## config.mk

```make
export PLATFORM = sky130hd
export DESIGN_NAME = bdc_backlight_ctrl
export DESIGN_NICKNAME = d
export VERILOG_FILES = /design/src/bdc_pkg.sv /design/src/bdc_backlight_ctrl.sv
export SDC_FILE = /design/constraint.sdc
export NUM_CORES = 1
export LEC_CHECK = 0
export BUFFER_PORTS_ARGS = -buffer_cell sky130_fd_sc_hd__buf_4
export CAP_MARGIN = 15
export CORE_ASPECT_RATIO = 0.6
export CORE_MARGIN = 2
export CORE_UTILIZATION = 55
export CTS_CLUSTER_SIZE = 12
export DETAILED_ROUTE_END_ITERATION = 10
export MAX_ROUTING_LAYER = met4
export PLACE_DENSITY = 0.71
export SKIP_LAST_GASP = 1
export SYNTH_ARGS = -nofsm -noshare
export SYNTH_HDL_FRONTEND = slang
export SYNTH_SLANG_ARGS = --single-unit
export TNS_END_PERCENT = 1
```

## constraint.sdc

```tcl
create_clock -name CLK -period 68.6 [get_ports CLK]
set_input_delay 3.43 -clock CLK [delete_from_list [all_inputs] [get_ports CLK]]
set_output_delay 3.43 -clock CLK [all_outputs]
set_load 0.02 [all_outputs]
```

## src/bdc_pkg.sv

```systemverilog
// Shared constants and types of the backlight dimming controller
package bdc_pkg;
	// Register offsets
	localparam logic [7:0] REG_DIM  = 8'ha0;
	localparam logic [7:0] REG_SINK = 8'ha1;
	localparam logic [7:0] REG_UV   = 8'ha2;
	localparam logic [7:0] REG_RATE = 8'ha3;
	localparam logic [7:0] REG_EDGE = 8'ha4;
	localparam logic [7:0] REG_OC   = 8'ha5;
	localparam logic [7:0] REG_CTRL = 8'hff;
	// Values after reset (factory defaults)
	localparam logic [7:0] RST_DIM  = 8'h01;
	localparam logic [7:0] RST_SINK = 8'h05;
	localparam logic [7:0] RST_UV   = 8'h03;
	localparam logic [7:0] RST_RATE = 8'h01;
	localparam logic [7:0] RST_EDGE = 8'h00;
	localparam logic [7:0] RST_OC   = 8'h00;
	localparam logic [7:0] RST_CTRL = 8'h00;
	// Writable bits; the rest are reserved and read zero
	localparam logic [7:0] MSK_DIM  = 8'h03;
	localparam logic [7:0] MSK_SINK = 8'h0f;
	localparam logic [7:0] MSK_UV   = 8'h07;
	localparam logic [7:0] MSK_RATE = 8'h03;
	localparam logic [7:0] MSK_EDGE = 8'h03;
	localparam logic [7:0] MSK_OC   = 8'h01;
	localparam logic [7:0] MSK_CTRL = 8'h81;
	// Field positions
	localparam int STORE_BIT = 7;
	localparam int RSEL_BIT  = 0;
	// Serial address, 7 bits (write byte 58h)
	localparam logic [6:0] DEV_ADDR = 7'h2c;
	// Timing
	localparam int CLK_NS      = 100;
	localparam int OC_SHUT_NS  = 2000000;
	localparam int OC_SHUT_CYC = (OC_SHUT_NS + CLK_NS - 1) / CLK_NS;
	localparam int STORE_CYC   = 16;
	// Brightness levels on the 10-bit scale
	localparam logic [9:0] LVL_QUARTER = 10'h100;
	localparam logic [9:0] LVL_MIN     = 10'h00a;
	localparam logic [9:0] LVL_FULL    = 10'h3ff;
	// Dimming method encodings
	typedef enum logic [1:0] {DIM_PWM = 2'b00, DIM_MIXED = 2'b01, DIM_ANALOG = 2'b10} bdc_dim_t;
	// Serial slave states
	typedef enum logic [2:0] {ST_IDLE, ST_DEV, ST_REG, ST_WDAT, ST_RDAT} bdc_ser_t;
endpackage

```

## src/bdc_backlight_ctrl.sv

```systemverilog
// Backlight dimming controller: duty decoder, sink drive, faults, serial config map
// Summary of operation
// - Sink with no current: disable, drop feedback
// - All sinks open: shut device down
// - Open sink stays off until enable toggles
// - Overcurrent: switch off until next period
// - Overcurrent over 2 ms latches shutdown
// - Policy bit clear suppresses latched shutdown
// - Overtemperature stops device, restarts when cleared
// - Method field: 00 PWM, 01 mixed, 10 analog
// - Mixed: duty becomes 10-bit brightness value
// - Mixed above quarter: continuous, amplitude 25-100%
// - Mixed below quarter: chop at quarter amplitude
// - Analog: continuous level from 1% to 100%
// - Direct PWM: active sinks follow input
// - Config map A0h-A5h, control at FFh
// - Factory defaults 01,05,03,01,00,00,00
// - Reserved bits ignore writes, read zero
// - Low nibble sets common full-scale current
// - Store bit copies to nonvolatile, self-clears
// - Read select bit picks working or nonvolatile
// - Register address increments per data byte
`timescale 1ns/1ns
`default_nettype none
module bdc_backlight_ctrl #(
	parameter int CNT_W   = 16,
	parameter int OC_CYC  = bdc_pkg::OC_SHUT_CYC
) (
	input  wire logic       CLK,
	input  wire logic       SYS_RST,
	input  wire logic       CHIP_ENABLE_IN,
	input  wire logic       BRIGHTNESS_PWM_INPUT,
	input  wire logic [5:0] SINK_NO_CURRENT,
	input  wire logic       OVERCURRENT,
	input  wire logic       PERIOD_START,
	input  wire logic       OVERTEMP,
	input  wire logic       SCL_IN,
	input  wire logic       SDA_IN,
	output logic            SDA_OUT,
	output logic            SDA_OE,
	output logic [5:0]      SINK_ON,
	output logic [9:0]      SINK_LEVEL,
	output logic [5:0]      FEEDBACK_SEL,
	output logic [3:0]      FULL_SCALE,
	output logic            POWER_SWITCH_EN,
	output logic            DEVICE_ACTIVE,
	output logic [2:0]      UNDERVOLTAGE_THRESHOLD,
	output logic [1:0]      SWITCHING_RATE_SELECT,
	output logic [1:0]      EDGE_SPEED_SELECT
);
	localparam int STORE_WAIT = bdc_pkg::STORE_CYC + 1;

	// Register index of an offset, 7 means unmapped
	function automatic logic [2:0] reg_idx(input logic [7:0] a);
		case (a)
			bdc_pkg::REG_DIM:  reg_idx = 3'h0;
			bdc_pkg::REG_SINK: reg_idx = 3'h1;
			bdc_pkg::REG_UV:   reg_idx = 3'h2;
			bdc_pkg::REG_RATE: reg_idx = 3'h3;
			bdc_pkg::REG_EDGE: reg_idx = 3'h4;
			bdc_pkg::REG_OC:   reg_idx = 3'h5;
			bdc_pkg::REG_CTRL: reg_idx = 3'h6;
			default:           reg_idx = 3'h7;
		endcase
	endfunction

	// Writable mask of a register index
	function automatic logic [7:0] reg_msk(input logic [2:0] i);
		case (i)
			3'h0:    reg_msk = bdc_pkg::MSK_DIM;
			3'h1:    reg_msk = bdc_pkg::MSK_SINK;
			3'h2:    reg_msk = bdc_pkg::MSK_UV;
			3'h3:    reg_msk = bdc_pkg::MSK_RATE;
			3'h4:    reg_msk = bdc_pkg::MSK_EDGE;
			3'h5:    reg_msk = bdc_pkg::MSK_OC;
			3'h6:    reg_msk = bdc_pkg::MSK_CTRL;
			default: reg_msk = 8'h00;
		endcase
	endfunction

	// Two-flop synchronisers for every outside input except SYS_RST
	logic [11:0] sy1;
	logic [11:0] sy2;
	always_ff @(posedge CLK)
	begin
		sy1 <= {SINK_NO_CURRENT, CHIP_ENABLE_IN, BRIGHTNESS_PWM_INPUT, OVERCURRENT, PERIOD_START, OVERTEMP, SCL_IN};
		sy2 <= sy1;
	end
	logic [5:0] nc_s;
	logic       en_s, pwm_s, oc_s, per_s, ot_s, scl_s, sda_s, sda_1;
	assign {nc_s, en_s, pwm_s, oc_s, per_s, ot_s, scl_s} = sy2;
	always_ff @(posedge CLK)
	begin
		sda_1 <= SDA_IN;
		sda_s <= sda_1;
	end

	// Edge history
	logic en_p, pwm_p, scl_p, sda_p;
	always_ff @(posedge CLK)
	begin
		en_p  <= en_s;
		pwm_p <= pwm_s;
		scl_p <= scl_s;
		sda_p <= sda_s;
	end
	wire en_rise  = en_s & ~en_p;
	wire pwm_rise = pwm_s & ~pwm_p;
	wire scl_rise = scl_s & ~scl_p;
	wire scl_fall = ~scl_s & scl_p;
	wire i_start  = scl_s & sda_p & ~sda_s;
	wire i_stop   = scl_s & ~sda_p & sda_s;

	// Factory default of a register index
	function automatic logic [7:0] rst_of(input logic [2:0] i);
		case (i)
			3'h0:    rst_of = bdc_pkg::RST_DIM;
			3'h1:    rst_of = bdc_pkg::RST_SINK;
			3'h2:    rst_of = bdc_pkg::RST_UV;
			3'h3:    rst_of = bdc_pkg::RST_RATE;
			3'h4:    rst_of = bdc_pkg::RST_EDGE;
			3'h5:    rst_of = bdc_pkg::RST_OC;
			default: rst_of = bdc_pkg::RST_CTRL;
		endcase
	endfunction

	// Working and nonvolatile configuration copies
	logic [7:0] cfg [0:6];
	logic [7:0] nvm [0:6];

	// Serial slave state
	bdc_pkg::bdc_ser_t st;
	logic [3:0] bit_cnt;
	logic [7:0] sh;
	logic [7:0] txd;
	logic [7:0] ptr;
	logic       ack;
	wire  [2:0] w_idx   = reg_idx(ptr);
	wire        byte_end = scl_fall & (bit_cnt == 4'h7);
	wire        ack_end  = scl_fall & (bit_cnt == 4'h8);
	wire        wr_acc   = byte_end & (st == bdc_pkg::ST_WDAT);
	wire        rsel    = cfg[6][bdc_pkg::RSEL_BIT];
	wire  [7:0] rd_byte = (w_idx == 3'h7) ? 8'h00 : ((rsel ? nvm[w_idx] : cfg[w_idx]) & reg_msk(w_idx));

	always_ff @(posedge CLK)
	begin
		if (SYS_RST | i_stop)
		begin
			st      <= bdc_pkg::ST_IDLE;
			bit_cnt <= 4'h0;
			ack     <= 1'b0;
		end
		else if (i_start)
		begin
			st      <= bdc_pkg::ST_DEV;
			bit_cnt <= 4'hf;
			ack     <= 1'b0;
		end
		else if (st != bdc_pkg::ST_IDLE)
		begin
			if (scl_rise & (bit_cnt < 4'h8))
				sh <= {sh[6:0], sda_s};
			if (scl_rise & (bit_cnt == 4'h8) & (st == bdc_pkg::ST_RDAT) & sda_s)
				st <= bdc_pkg::ST_IDLE;
			if (scl_fall & (bit_cnt < 4'h7))
			begin
				bit_cnt <= bit_cnt + 4'h1;
				txd     <= {txd[6:0], 1'b0};
			end
			// Fall that closes the start condition is not a bit
			if (scl_fall & (bit_cnt == 4'hf))
				bit_cnt <= 4'h0;
			if (byte_end)
			begin
				bit_cnt <= 4'h8;
				case (st)
					bdc_pkg::ST_DEV:  ack <= (sh[7:1] == bdc_pkg::DEV_ADDR);
					bdc_pkg::ST_REG:  ack <= 1'b1;
					bdc_pkg::ST_WDAT: ack <= 1'b1;
					default:          ack <= 1'b0;
				endcase
				if (st == bdc_pkg::ST_DEV && sh[7:1] != bdc_pkg::DEV_ADDR)
					st <= bdc_pkg::ST_IDLE;
			end
			if (ack_end)
			begin
				bit_cnt <= 4'h0;
				ack     <= 1'b0;
				case (st)
					bdc_pkg::ST_DEV:  st <= sh[0] ? bdc_pkg::ST_RDAT : bdc_pkg::ST_REG;
					bdc_pkg::ST_REG:  st <= bdc_pkg::ST_WDAT;
					default:          st <= st;
				endcase
				if (st == bdc_pkg::ST_RDAT || (st == bdc_pkg::ST_DEV && sh[0]))
					txd <= rd_byte;
			end
		end
	end

	// pointer loads, then steps per data byte
	always_ff @(posedge CLK)
	begin
		if (SYS_RST)
			ptr <= 8'h00;
		else if (byte_end & (st == bdc_pkg::ST_REG))
			ptr <= sh;
		else if (wr_acc | (byte_end & (st == bdc_pkg::ST_RDAT)))
			ptr <= ptr + 8'h01;
	end
	assign SDA_OUT = 1'b0;
	assign SDA_OE  = ack | ((st == bdc_pkg::ST_RDAT) & (bit_cnt < 4'h8) & ~txd[7]);

	// Nonvolatile store sequencer
	logic [4:0] store_cnt;
	wire        store_bit  = cfg[6][bdc_pkg::STORE_BIT];
	wire        store_done = store_bit & (store_cnt == 5'(bdc_pkg::STORE_CYC));
	wire        store_set  = wr_acc & (w_idx == 3'h6) & sh[bdc_pkg::STORE_BIT];
	// copy all registers and clear request in the same cycle
	always_ff @(posedge CLK)
	begin
		if (SYS_RST | ~store_bit)
			store_cnt <= 5'h00;
		else if (~store_done)
			store_cnt <= store_cnt + 5'h01;
	end
	always_ff @(posedge CLK)
	begin
		for (int i = 0; i < 7; i++)
		begin
			if (SYS_RST)
				nvm[i] <= rst_of(3'(i));
			else if (store_done)
				nvm[i] <= (i == 6) ? (cfg[i] & ~8'h80) : cfg[i];
		end
	end

	// working map, masked writes, reload on enable
	always_ff @(posedge CLK)
	begin
		for (int i = 0; i < 7; i++)
		begin
			if (SYS_RST)
				cfg[i] <= rst_of(3'(i));
			else if (en_rise)
				cfg[i] <= nvm[i];
			else if (wr_acc & (w_idx == 3'(i)))
				cfg[i] <= sh & reg_msk(3'(i));
			else if ((i == 6) & store_done & ~store_set)
				cfg[i] <= cfg[i] & ~8'h80;
		end
	end
	// common full-scale code and analog settings
	assign FULL_SCALE             = cfg[1][3:0];
	assign UNDERVOLTAGE_THRESHOLD = cfg[2][2:0];
	assign SWITCHING_RATE_SELECT  = cfg[3][1:0];
	assign EDGE_SPEED_SELECT      = cfg[4][1:0];

	logic [CNT_W-1:0] cnt_per, cnt_hi, per_meas, hi_meas;
	always_ff @(posedge CLK)
	begin
		if (SYS_RST)
		begin
			cnt_per  <= '0;
			cnt_hi   <= '0;
			per_meas <= CNT_W'(1);
			hi_meas  <= '0;
		end
		else if (pwm_rise)
		begin
			per_meas <= (&cnt_per) ? cnt_per : cnt_per + CNT_W'(1); // Saturate, never zero
			hi_meas  <= cnt_hi;
			cnt_per  <= '0;
			cnt_hi   <= CNT_W'(1);
		end
		else
		begin
			if (~&cnt_per)
				cnt_per <= cnt_per + CNT_W'(1);
			if (pwm_s & ~&cnt_hi)
				cnt_hi <= cnt_hi + CNT_W'(1);
		end
	end
	// duty scaled to 10 bits, clamped to full
	wire [CNT_W+9:0] duty_q = {hi_meas, 10'h000} / {10'h000, per_meas};
	wire [9:0]       duty10 = (duty_q > (CNT_W+10)'(bdc_pkg::LVL_FULL)) ? bdc_pkg::LVL_FULL : duty_q[9:0];
	// chop window is four times the measured high time
	wire             chop_on = {2'b00, cnt_per} < {hi_meas, 2'b00};

	// Fault handling
	logic [5:0]  open_lat;
	logic        oc_lat, oc_cut;
	logic [15:0] oc_cnt;
	wire         overcurrent_policy_reg   = cfg[5][0];
	wire         active = en_s & ~ot_s & ~oc_lat & ~&open_lat;
	// open sink latches until enable drops
	always_ff @(posedge CLK)
	begin
		if (SYS_RST | ~en_s)
			open_lat <= 6'h00;
		else
			open_lat <= open_lat | (SINK_ON & nc_s);
	end
	// cut switch until next period, set wins
	always_ff @(posedge CLK)
	begin
		if (SYS_RST)
			oc_cut <= 1'b0;
		else if (oc_s)
			oc_cut <= 1'b1;
		else if (per_s)
			oc_cut <= 1'b0;
	end
	always_ff @(posedge CLK)
	begin
		if (SYS_RST | ~oc_s)
			oc_cnt <= 16'h0000;
		else if (oc_cnt != 16'(OC_CYC))
			oc_cnt <= oc_cnt + 16'h0001;
	end
	always_ff @(posedge CLK)
	begin
		if (SYS_RST | ~en_s)
			oc_lat <= 1'b0;
		else if (oc_s & overcurrent_policy_reg & (oc_cnt == 16'(OC_CYC)))
			oc_lat <= 1'b1;
	end

	logic       next_on;
	logic [9:0] next_lvl;
	always_comb
	begin
		next_on  = 1'b0;
		next_lvl = bdc_pkg::LVL_FULL;
		case (bdc_pkg::bdc_dim_t'(cfg[0][1:0]))
			bdc_pkg::DIM_PWM: next_on = pwm_s;
			bdc_pkg::DIM_MIXED:
			begin
				next_on  = (duty10 >= bdc_pkg::LVL_QUARTER) | chop_on;
				next_lvl = (duty10 >= bdc_pkg::LVL_QUARTER) ? duty10 : bdc_pkg::LVL_QUARTER;
			end
			// continuous level, floored at one percent
			bdc_pkg::DIM_ANALOG:
			begin
				next_on  = 1'b1;
				next_lvl = (duty10 < bdc_pkg::LVL_MIN) ? bdc_pkg::LVL_MIN : duty10;
			end
			default: next_on = 1'b0;
		endcase
	end
	always_ff @(posedge CLK)
	begin
		if (SYS_RST)
		begin
			SINK_ON         <= 6'h00;
			SINK_LEVEL      <= 10'h000;
			FEEDBACK_SEL    <= 6'h00;
			POWER_SWITCH_EN <= 1'b0;
			DEVICE_ACTIVE   <= 1'b0;
		end
		else
		begin
			SINK_ON         <= (active & next_on) ? ~(open_lat | (SINK_ON & nc_s)) : 6'h00;
			SINK_LEVEL      <= active ? next_lvl : 10'h000;
			FEEDBACK_SEL    <= active ? ~(open_lat | (SINK_ON & nc_s)) : 6'h00;
			POWER_SWITCH_EN <= active & ~oc_cut & ~oc_s;
			DEVICE_ACTIVE   <= active;
		end
	end

	a_open_sink_off: assert property (@(posedge CLK) disable iff (SYS_RST) (open_lat & SINK_ON) == 6'h00)
		else $error("open sink still driven");
	a_all_open_down: assert property (@(posedge CLK) disable iff (SYS_RST) (&open_lat) |=> !DEVICE_ACTIVE)
		else $error("device active with all sinks open");
	a_open_sticky: assert property (@(posedge CLK) disable iff (SYS_RST) en_s |=> (open_lat & $past(open_lat)) == $past(open_lat))
		else $error("open latch released while enabled");
	a_oc_switch_off: assert property (@(posedge CLK) disable iff (SYS_RST) oc_s |=> !POWER_SWITCH_EN ##1 (!POWER_SWITCH_EN || $past(per_s)))
		else $error("switch on during overcurrent period");
	a_oc_latch_set: assert property (@(posedge CLK) disable iff (SYS_RST) (oc_s && overcurrent_policy_reg && en_s && oc_cnt == 16'(OC_CYC)) |=> ##1 !DEVICE_ACTIVE)
		else $error("sustained overcurrent did not shut down");
	a_oc_policy_gate: assert property (@(posedge CLK) disable iff (SYS_RST) $rose(oc_lat) |-> $past(overcurrent_policy_reg))
		else $error("latched shutdown with policy cleared");
	a_thermal_off: assert property (@(posedge CLK) disable iff (SYS_RST) ot_s |=> !DEVICE_ACTIVE && SINK_ON == 6'h00)
		else $error("active during overtemperature");
	a_direct_follow: assert property (@(posedge CLK) disable iff (SYS_RST)
		(cfg[0][1:0] == 2'b00 && active && !(|nc_s)) |=> SINK_ON == ($past(pwm_s) ? ~$past(open_lat) : 6'h00))
		else $error("direct mode sinks not following input");
	a_mixed_floor: assert property (@(posedge CLK) disable iff (SYS_RST) (cfg[0][1:0] == 2'b01 && active) |=> SINK_LEVEL >= bdc_pkg::LVL_QUARTER)
		else $error("mixed level below quarter");
	a_store_clear: assert property (@(posedge CLK) disable iff (SYS_RST) $rose(store_bit) && !en_rise |-> ##[1:STORE_WAIT] !store_bit)
		else $error("store request never cleared");
	a_auto_inc: assert property (@(posedge CLK) disable iff (SYS_RST) wr_acc |=> ptr == $past(ptr) + 8'h01)
		else $error("pointer did not advance after write");
endmodule // bdc_backlight_ctrl
`default_nettype wire

```

* Word level (Yosys, flattened, before mapping)
Memories as Yosys holds them, arrays and structs flattened. Index checks and enable logic that the tools add are counted.
Word-level totals: output and inout bits 37, flip-flop bits (word level) 179, memories kept 2, memory bits (writable) 112, bits of input ports 15, word-level logic and storage cells 326
Cells by class: equality and inequality tests 30, order comparisons 6, reduce and logical (&&, ||, !) cells 29, $add $sub $neg 6, bitwise logic cells 98, multiplexer cells 124, divide/modulo/power cells 1
Memories:
- cfg | depth 7, width 8, read ports 8, clocked after Yosys merged registers in 0, wr ports 7, line bdc_backlight_ctrl.sv:128 | logic [7:0] cfg [0:6];
- nvm | depth 7, width 8, read ports 8, clocked after Yosys merged registers in 0, wr ports 7, line bdc_backlight_ctrl.sv:129 | logic [7:0] nvm [0:6];
Operator list (number):
- two-way mux 8 bit | 54
- AND 8 bit | 8
- equality test 8 bit, second input constant | 7
- two-way mux 1 bit | 49
- adder 16 x 1 -> 16 bit, second input constant | 3
- AND 1 bit | 40
- case mux 8 bit (5 select lines) | 1
- AND reduction 16 bit | 2
- two-way mux 10 bit | 3
- bitwise OR 1 bit | 29
- divider 26 x 16 -> 26 bit | 1
- > comparator 26 x 10 -> 1 bit, second input constant | 1
- two-way mux 4 bit | 6
- case mux 3 bit (7 select lines) | 1
- case mux 10 bit (2 select lines) | 1
- < comparator 16 x 18 -> 1 bit | 1
- NOT 1 bit | 18
- equality test 16 x 15 -> 1 bit, second input constant | 1
- two-way mux 16 bit | 1
- != test 16 x 15 -> 1 bit, second input constant | 1
- equality test 3 bit, second input constant | 5
- two-way mux 3 bit | 5
- equality test 3 x 2 -> 1 bit, second input constant | 4
- greater-or-equal comparator 10 x 9 -> 1 bit, second input constant | 1
- 36 further kinds | 51

* Longest topological paths before layout
Gate-level depths: netlist of run 1.
depth after elaboration 14, mapped depth 310, depth with buffers taken out 285

* Worst setup path after synthesis of run 1
No wires, ideal clock.
path kind register to register, start point reg per_meas[0], end point reg SINK_LEVEL[0], stages on the path, launching flop included 287, clock period less this slack 58.553 ns, setup time 0.133 ns, setup slack 10.047 ns, data required time 68.467 ns, data arrival time 58.420 ns, buffers on the path 27, cells stage by stage dfxtp_1 clkbuf_1 inv_1 clkbuf_1 ha_1 and3_1 nor2_1 ha_1 o21a_1 nor2_1 nor2_2 mux2_2 ha_1 o211ai_1 and2_1 o2111a_1 or2_2 nand2b_1 (+251 left out) o21a_1 o21ai_0 nand2b_1 nor4_1 and4_1 buf_4 buf_6 nand2_1 o31ai_1 ha_1 a21o_1 a21o_1 a21oi_1 a21oi_1 nand3_1 nand4_1 a2111oi_2 o22ai_1
On the way: longest elaborated chain between the ends 6, elaborated cells between the ends (all ways) 8, classes of those cells div (1); order compare (3); mux (4)
Ends and longest elaborated chain:
- start: declaration | line bdc_backlight_ctrl.sv:258 | logic [CNT_W-1:0] cnt_per, cnt_hi, per_meas, hi_meas;
- start signal: assignment | line bdc_backlight_ctrl.sv:270 | per_meas <= (&cnt_per) ? cnt_per : cnt_per + CNT_W'(1);
- divider 26 x 16 -> 26 bit (*) | line bdc_backlight_ctrl.sv:284 | wire [CNT_W+9:0] duty_q = {hi_meas, 10'h000} / {10'h000, per_meas};
- > comparator 26 x 10 -> 1 bit | line bdc_backlight_ctrl.sv:285 | wire [9:0] duty10 = (duty_q > (CNT_W+10)'(bdc_pkg::LVL_FULL)) ? bdc_pkg::LVL_FULL : duty_q[9:0];
- two-way mux 10 bit (*) | line bdc_backlight_ctrl.sv:285
- < comparator 10 x 4 -> 1 bit / greater-or-equal comparator 10 x 9 -> 1 bit (equally long branches) | line bdc_backlight_ctrl.sv:345, bdc_backlight_ctrl.sv:339
- two-way mux 10 bit (on tied branches) | line bdc_backlight_ctrl.sv:345, bdc_backlight_ctrl.sv:339
- case mux 10 bit (2 select lines) (*) | line bdc_backlight_ctrl.sv:334 | case (bdc_pkg::bdc_dim_t'(cfg[0][1:0]))
- end signal: assignment | line bdc_backlight_ctrl.sv:363 | SINK_LEVEL <= active ? next_lvl : 10'h000;
- end: declaration | line bdc_backlight_ctrl.sv:42 | output logic [9:0] SINK_LEVEL,
Every way passes the cells marked *; elsewhere a longest branch is shown, timed or not. A chain may end at the register's enable or synchronous reset.

* Worst setup path after layout of run 1
start point reg per_meas[15], end point reg SINK_LEVEL[0]
The elaborated chain is that of the path after synthesis.

==> results.json, run 1 <==
{
  "grt_max_degree": 60,
  "cts_root_buf": "clkbuf_16",
  "synthDistinctLibCells": 129,
  "hp-class": "reg -> reg",
  "yosysTopAreaCellShare_pct": 15.0,
  "synthTopCellsByArea": "ha_1 15%, dfxtp_1 12%, edfxtp_1 5.8%, a21oi_1 5.2%, nand2_1 4.3%",
  "finalCriticalPeriod_ns": 64.11,
  "hpwl_um": 68500,
  "syn_area_per_cell_um2": 7.74,
  "tns_ns": 0,
  "fin_nets": 3734,
  "syn-cell-area_um2": 26400,
  "firstDrtPassIters": 6,
  "cts_buffer_depth": 3,
  "num_rows": 62,
  "drv_slew": 0,
  "fin_skew_ns": 0.0215,
  "clkTransAtPathRegs_ns": 0.08,
  "routed_wl_um": 89000,
  "ant_nets": 0,
  "yosysTopAreaCell": "ha_1",
  "setup_viol": 0,
  "outcome": "finished clean",
  "clock_latency_ns": 0.56,
  "die_x_um": 287,
  "multi_input_area_um2": 20700,
  "critPathMaxStageDelay_ns": 0.62,
  "critical_path.max_fanout": 32,
  "grt_pass1_wl_um": 137000,
  "max_slew.worst_pin.slew_ns": 1.11,
  "boundaryPins": 52,
  "fin_cells": 4057,
  "synthCells": 3404,
  "yosys_warnings": 0,
  "ys_ff_latch": 214,
  "yosysSeqAreaShare_pct": 18.2,
  "fmax_mhz": 15.6,
  "portBuffers": 50,
  "dieArea_um2": 49700,
  "cts_num_sinks": 214,
  "drt-initial-drc-count": 3062,
  "drc": 0,
  "ys_async_sr_fraction_pct": 0,
  "post-cts-setup-buffer-count": 0,
  "crit_slowest_cell": "a311oi_1",
  "synth_enable_flop_cells": 51,
  "finalCritPeriodShare_pct": 93.5,
  "synthToLayoutAreaGrowth_pct": 6.83,
  "relSlewSlack_pct": 25.5,
  "maxCapViolCount": 0,
  "cts_tree": "built",
  "wl_per_cell_um": 21.9,
  "cp-start-kind": "flip-flop",
  "synth-main-ff-cell": "dfxtp_1",
  "finalHoldViolations": 0,
  "syn-num-nets": 3736,
  "grt_pass1_vias": 24200,
  "cp.arrival_ns": 64.55,
  "fill_cells": 4245,
  "h-tree-depth": 1,
  "register_area_um2": 4790,
  "core-area_um2": 47600,
  "dp.cells": 4013,
  "groute.usage.overall_pct": 35.4,
  "critPathCaptureType": "flip-flop",
  "cp_common_cell": "o21a_1",
  "cts_made_buffers": 24,
  "drive_gt1_share_pct": 9.51,
  "vias_per_cell": 6.65,
  "die_y_um": 174,
  "routabilityCongestion": 0.996,
  "start_util_pct": 55.4,
  "antenna_found_initial": 2,
  "vias": 27000,
  "grt_overflow": 0,
  "required_ns": 69.04,
  "criticalPathCategory": "reg -> reg"
}
synth_stat cells (28+ instances only):
master / number
ha_1: 316
nand2_1: 303
nor2_1: 300
a21oi_1: 276
o21ai_0: 188
dfxtp_1: 163
inv_1: 136
xnor2_1: 129
nand3_1: 121
o21a_1: 106
nor3_1: 103
xor2_1: 85
clkbuf_1: 83
a21o_1: 77
mux2_2: 74
nand2b_1: 61
o31ai_1: 58
edfxtp_1: 51
nand4_1: 49
and2_1: 47
or3_1: 45
o211ai_1: 43
a31oi_1: 41
nor2b_1: 37
mux2i_1: 36
a211oi_1: 32
and3_1: 29
or2_2: 28
sequential cells by signal, summed over array words and instances, names as in the netlist, 8 cells and up:
| register | count |
|---|---|
| cfg | 18 |
| nvm | 17 |
| cnt_hi | 16 |
| cnt_per | 16 |
| hi_meas | 16 |
| oc_cnt | 16 |
| per_meas | 16 |
| sy1 | 12 |
| sy2 | 12 |
| SINK_LEVEL | 10 |
| ptr | 8 |
| sh | 8 |
| txd | 8 |
path summary, 6_finish.rpt:
check	start	endpoint	slack [ns]	depth (start not counted)
worst max register to register	per_meas[15]	SINK_LEVEL[0]	4.49	266
worst min-delay path	sy1[9]	sy2[9]	0.33	0
worst max-delay path	per_meas[15]	SINK_LEVEL[0]	4.49	266
worst min register to register	sy1[9]	sy2[9]	0.33	0
layout make-up:
cell class | count | share of cell area, %
diodes | 1 | 0.00889
clock buffers | 35 | 2.50
clock inverters | 5 | 0.213
inverters | 139 | 1.85
multi-input cells | 2942 | 73.4
flip-flops and latches | 214 | 17.0
well taps | 640 | 2.84
repair buffers | 81 | 2.15
worst max-delay path, delay by kind of cell (launching register included):
family          cells  cell delay, ns
compound gates    145           33.68
fa+ha+maj          26            8.30
buf+inv             7            1.33
flops               1            0.49
mux                 9            3.49
simple gates       79           16.56
per-layer routing:
| metal | vias to the layer above | track usage, % | part of all wire (%) |
|---|---|---|---|
| li1 | 12700 | - | - |
| met1 | 12800 | 54.9 | 48 |
| met2 | 1363 | 47.3 | 39 |
| met3 | 123 | 5.86 | 11 |
| met4 | 0 | 6.24 | 1.5 |
| met5 | - | - | 0 |
cells in the final DEF, fill, tap and decap left out, types with 102 or more instances in the layout:
master / synthesis / final
ha_1: 316 / 316
nor2_1: 300 / 295
o21ai_0: 188 / 182
o21a_1: 106 / 106
a21oi_1: 276 / 273
dfxtp_1: 163 / 163
nand2_1: 303 / 301
nand3_1: 121 / 121
xnor2_1: 129 / 129
nor3_1: 103 / 102
inv_1: 136 / 136
logic make-up (layout without fill, tap and decap cells):
logic type	Yosys count	after routing	share of synthesized area (%)
compound gates	1074	1074	27.6
xor+xnor	214	214	7.11
fa+ha+maj	317	317	15.1
buf+inv	250	260	3.94
flops	214	214	18.2
mux	117	117	4.91
other cells	1	2	0.0142
simple gates	1217	1219	23.1
per-stage QoR:
step	worst slack, ns	util [%]	hold WS, ns	area (µm²)
after global placement	2.68	57.3	0.310	27300
final	4.49	59.2	0.327	28200
after detailed placement	0.594	57.3	0.312	27300
after floorplan	10.05	-	0.310	26400
after CTS	0.409	58.9	0.326	28000
after global routing	-0.0305	59.2	0.330	28200
repair_timing:
| action | 4_1_cts | 5_1_grt |
|---|---|---|
| hold endpoints to repair | 0 | 0 |
| gates resized for setup | 0 | 31 |
| setup endpoints to repair | 0 | 9 |
| hold buffers | 0 | 0 |
Power of run 1 is left out: the tool's default activity adds up to more than one toggle a clock period on the data nets, which glitch-free logic cannot reach.
==> run 2: changes to the inputs <==
ABC_AREA = 1   (was not set)
clock period = 76 ns   (was 68.6 ns; I/O delays follow)
==> run 2 against run 1 <==
  * Sequential share of layout area up 0.41 points
  * Core utilization down 0.23 points
  * Fmax up 12%
  * Global-route usage down 3.1 points
  * Critical path type unchanged
==> results.json, run 2 <==
{
  "vias": 27300,
  "relSlewSlack_pct": 27.2,
  "cts_root_buf": "clkbuf_16",
  "synthToLayoutAreaGrowth_pct": 5.86,
  "largest_reg_flops": 20,
  "synth_enable_flop_cells": 55,
  "required_ns": 76.39,
  "top_regs": "cfg (20), nvm (19)",
  "r2r-start": "per_meas[7]",
  "fin_nets": 4460,
  "ant_nets": 0,
  "maxCapViolCount": 0,
  "reg2reg_to": "SINK_LEVEL[0]",
  "num_antenna_cells": 0,
  "syn_area_per_cell_um2": 6.46,
  "drt-initial-drc-count": 3112,
  "ys_ff_latch": 218,
  "setup_viol": 0,
  "routabilityCongestion": 1.03,
  "crit_buf_inv": 38,
  "holdPathEnd": "sda_s",
  "cp_common_cell": "nand2_1",
  "h-tree-depth": 1,
  "yosysSeqAreaShare_pct": 18.5,
  "finalHoldViolations": 0,
  "cp_top_family": "simple AND/OR/NAND/NOR gates",
  "critPathMaxStageDelay_ns": 0.80,
  "num_rows": 62,
  "rr_worst_depth": 332,
  "cts_num_sinks": 218,
  "drive_gt1_share_pct": 7.49,
  "ys_async_sr_fraction_pct": 0,
  "hpwl_um": 63200,
  "whs_path_depth": 0,
  "groute.usage.overall_pct": 32.3,
  "clkTransAtPathRegs_ns": 0.07,
  "yosysTopAreaCell": "ha_1",
  "grt_overflow": 0,
  "synthTopCellsByArea": "ha_1 15%, nand2_1 13%, dfxtp_1 12%, inv_1 7.8%, edfxtp_1 6.2%",
  "final_cell_mix": "933 x nand2_1, 555 x inv_1, 316 x ha_1",
  "yosys_warnings": 0,
  "crit_slowest_cell": "o21ai_1",
  "post-cts-setup-buffer-count": 0,
  "syn-num-nets": 4454,
  "routed_wl_um": 80700,
  "grt_pass1_vias": 23300,
  "die_y_um": 174,
  "final_common_cell": "nand2_1",
  "die_x_um": 288,
  "antenna_found_initial": 0,
  "synth-main-ff-cell": "dfxtp_1",
  "cts_made_buffers": 23,
  "fmax_mhz": 17.5,
  "core-area_um2": 47800,
  "hold_buffers": 0,
  "holdWs_ns": 0.323,
  "hp-class": "reg -> reg",
  "synthTopCellsByCount": "933 x nand2_1, 555 x inv_1, 316 x ha_1, 314 x nor2_1, 291 x a21oi_1",
  "yosysMostFrequentCell": "nand2_1",
  "drc": 0,
  "fin_skew_ns": 0.0219,
  "max_slew.worst_pin.slew_ns": 1.09,
  "outcome": "finished clean",
  "tns_ns": 0,
  "finalCritPeriodShare_pct": 75.3,
  "finalCriticalPeriod_ns": 57.24,
  "cts_tree": "built",
  "rsz0062_at_grt": "false",
  "critPathCaptureType": "flip-flop",
  "cp.arrival_ns": 57.63,
  "critical_path.max_fanout": 23,
  "cts_buffer_depth": 3,
  "grt_max_degree": 48,
  "synthDistinctLibCells": 69,
  "firstDrtPassIters": 6,
  "drv_slew": 0,
  "synthCells": 4122,
  "yosysTopAreaCellShare_pct": 14.9,
  "reg2reg_slack_ns": 18.76,
  "boundaryPins": 52,
  "syn-cell-area_um2": 26600,
  "grt_pass1_wl_um": 127000,
  "start_util_pct": 55.7,
  "hp-start": "sda_1",
  "cts.repair.resized": 0,
  "dieArea_um2": 50200,
  "criticalPathCategory": "reg -> reg",
  "portBuffers": 50,
  "vias_per_cell": 5.70,
  "top_register": "cfg",
  "cp-start-kind": "flip-flop",
  "wl_per_cell_um": 16.9,
  "clock_latency_ns": 0.53
}
[run 2: cell type report]
type,count,area [µm²]
Fill cell,4610,19600
Timing Repair Buffer,74,556
Tap cell,640,801
Inverter,594,2230
Multi-Input combinational cell,3217,19000
Clock inverter,4,52.6
Sequential cell,218,4910
Clock buffer,34,641
[run 2: through the flow]
step	worst slack, ns	utilization (%)	instances	area, µm²
final	18.76	59.0	4781	28200
after global routing	12.41	59.0	4781	28200
after CTS	19.82	59.0	4781	28200
after detailed placement	19.99	57.5	4743	27500
after global placement	21.93	57.5	4743	27500
after floorplan	27.68	-	4122	26600
[run 2: kinds of logic after synthesis]
logic type               after synthesis  share of synthesized area [%]
AND/OR/NAND/NOR                     1863                           31.8
AO/OA/AOI/OAI                        822                           17.5
buffers and inverters                687                           10.2
adder cells (fa/ha/maj)              317                           14.9
flip-flops                           218                           18.5
XOR/XNOR                             213                           7.01
other                                  1                         0.0141
multiplexers                           1                         0.0376
[run 2: how the worst max path moves through the flow]
| stage | start | endpoint | slack (ns) | depth (start not counted) |
|---|---|---|---|---|
| after CTS | per_meas[7] | SINK_LEVEL[0] | 19.82 | 332 |
| after floorplan | per_meas[0] | SINK_LEVEL[0] | 27.68 | 355 |
| after global routing | per_meas[7] | SINK_LEVEL[0] | 12.41 | 337 |
| after detailed placement | per_meas[7] | SINK_LEVEL[0] | 19.99 | 333 |
| after global placement | per_meas[7] | SINK_LEVEL[0] | 21.93 | 336 |
| final | per_meas[7] | SINK_LEVEL[0] | 18.76 | 332 |
[run 2: layer usage]
| metal | vias to the layer above | track usage, % | part of all wire [%] |
|---|---|---|---|
| li1 | 13800 | - | - |
| met1 | 12200 | 53.1 | 52 |
| met2 | 1245 | 40.1 | 36 |
| met3 | 65 | 5.63 | 11 |
| met4 | 0 | 3.67 | 1.0 |
| met5 | - | - | 0 |
[run 2: worst register-to-register path: cells and delay by family, from the launching register on]
family | cells | cell delay (ns)
AND/OR/NAND/NOR | 169 | 20.92
AO/OA/AOI/OAI | 100 | 20.71
adder cells (fa/ha/maj) | 25 | 8.23
buffers and inverters | 38 | 6.99
flip-flops | 1 | 0.35
Power of run 2 is left out for the same reason.
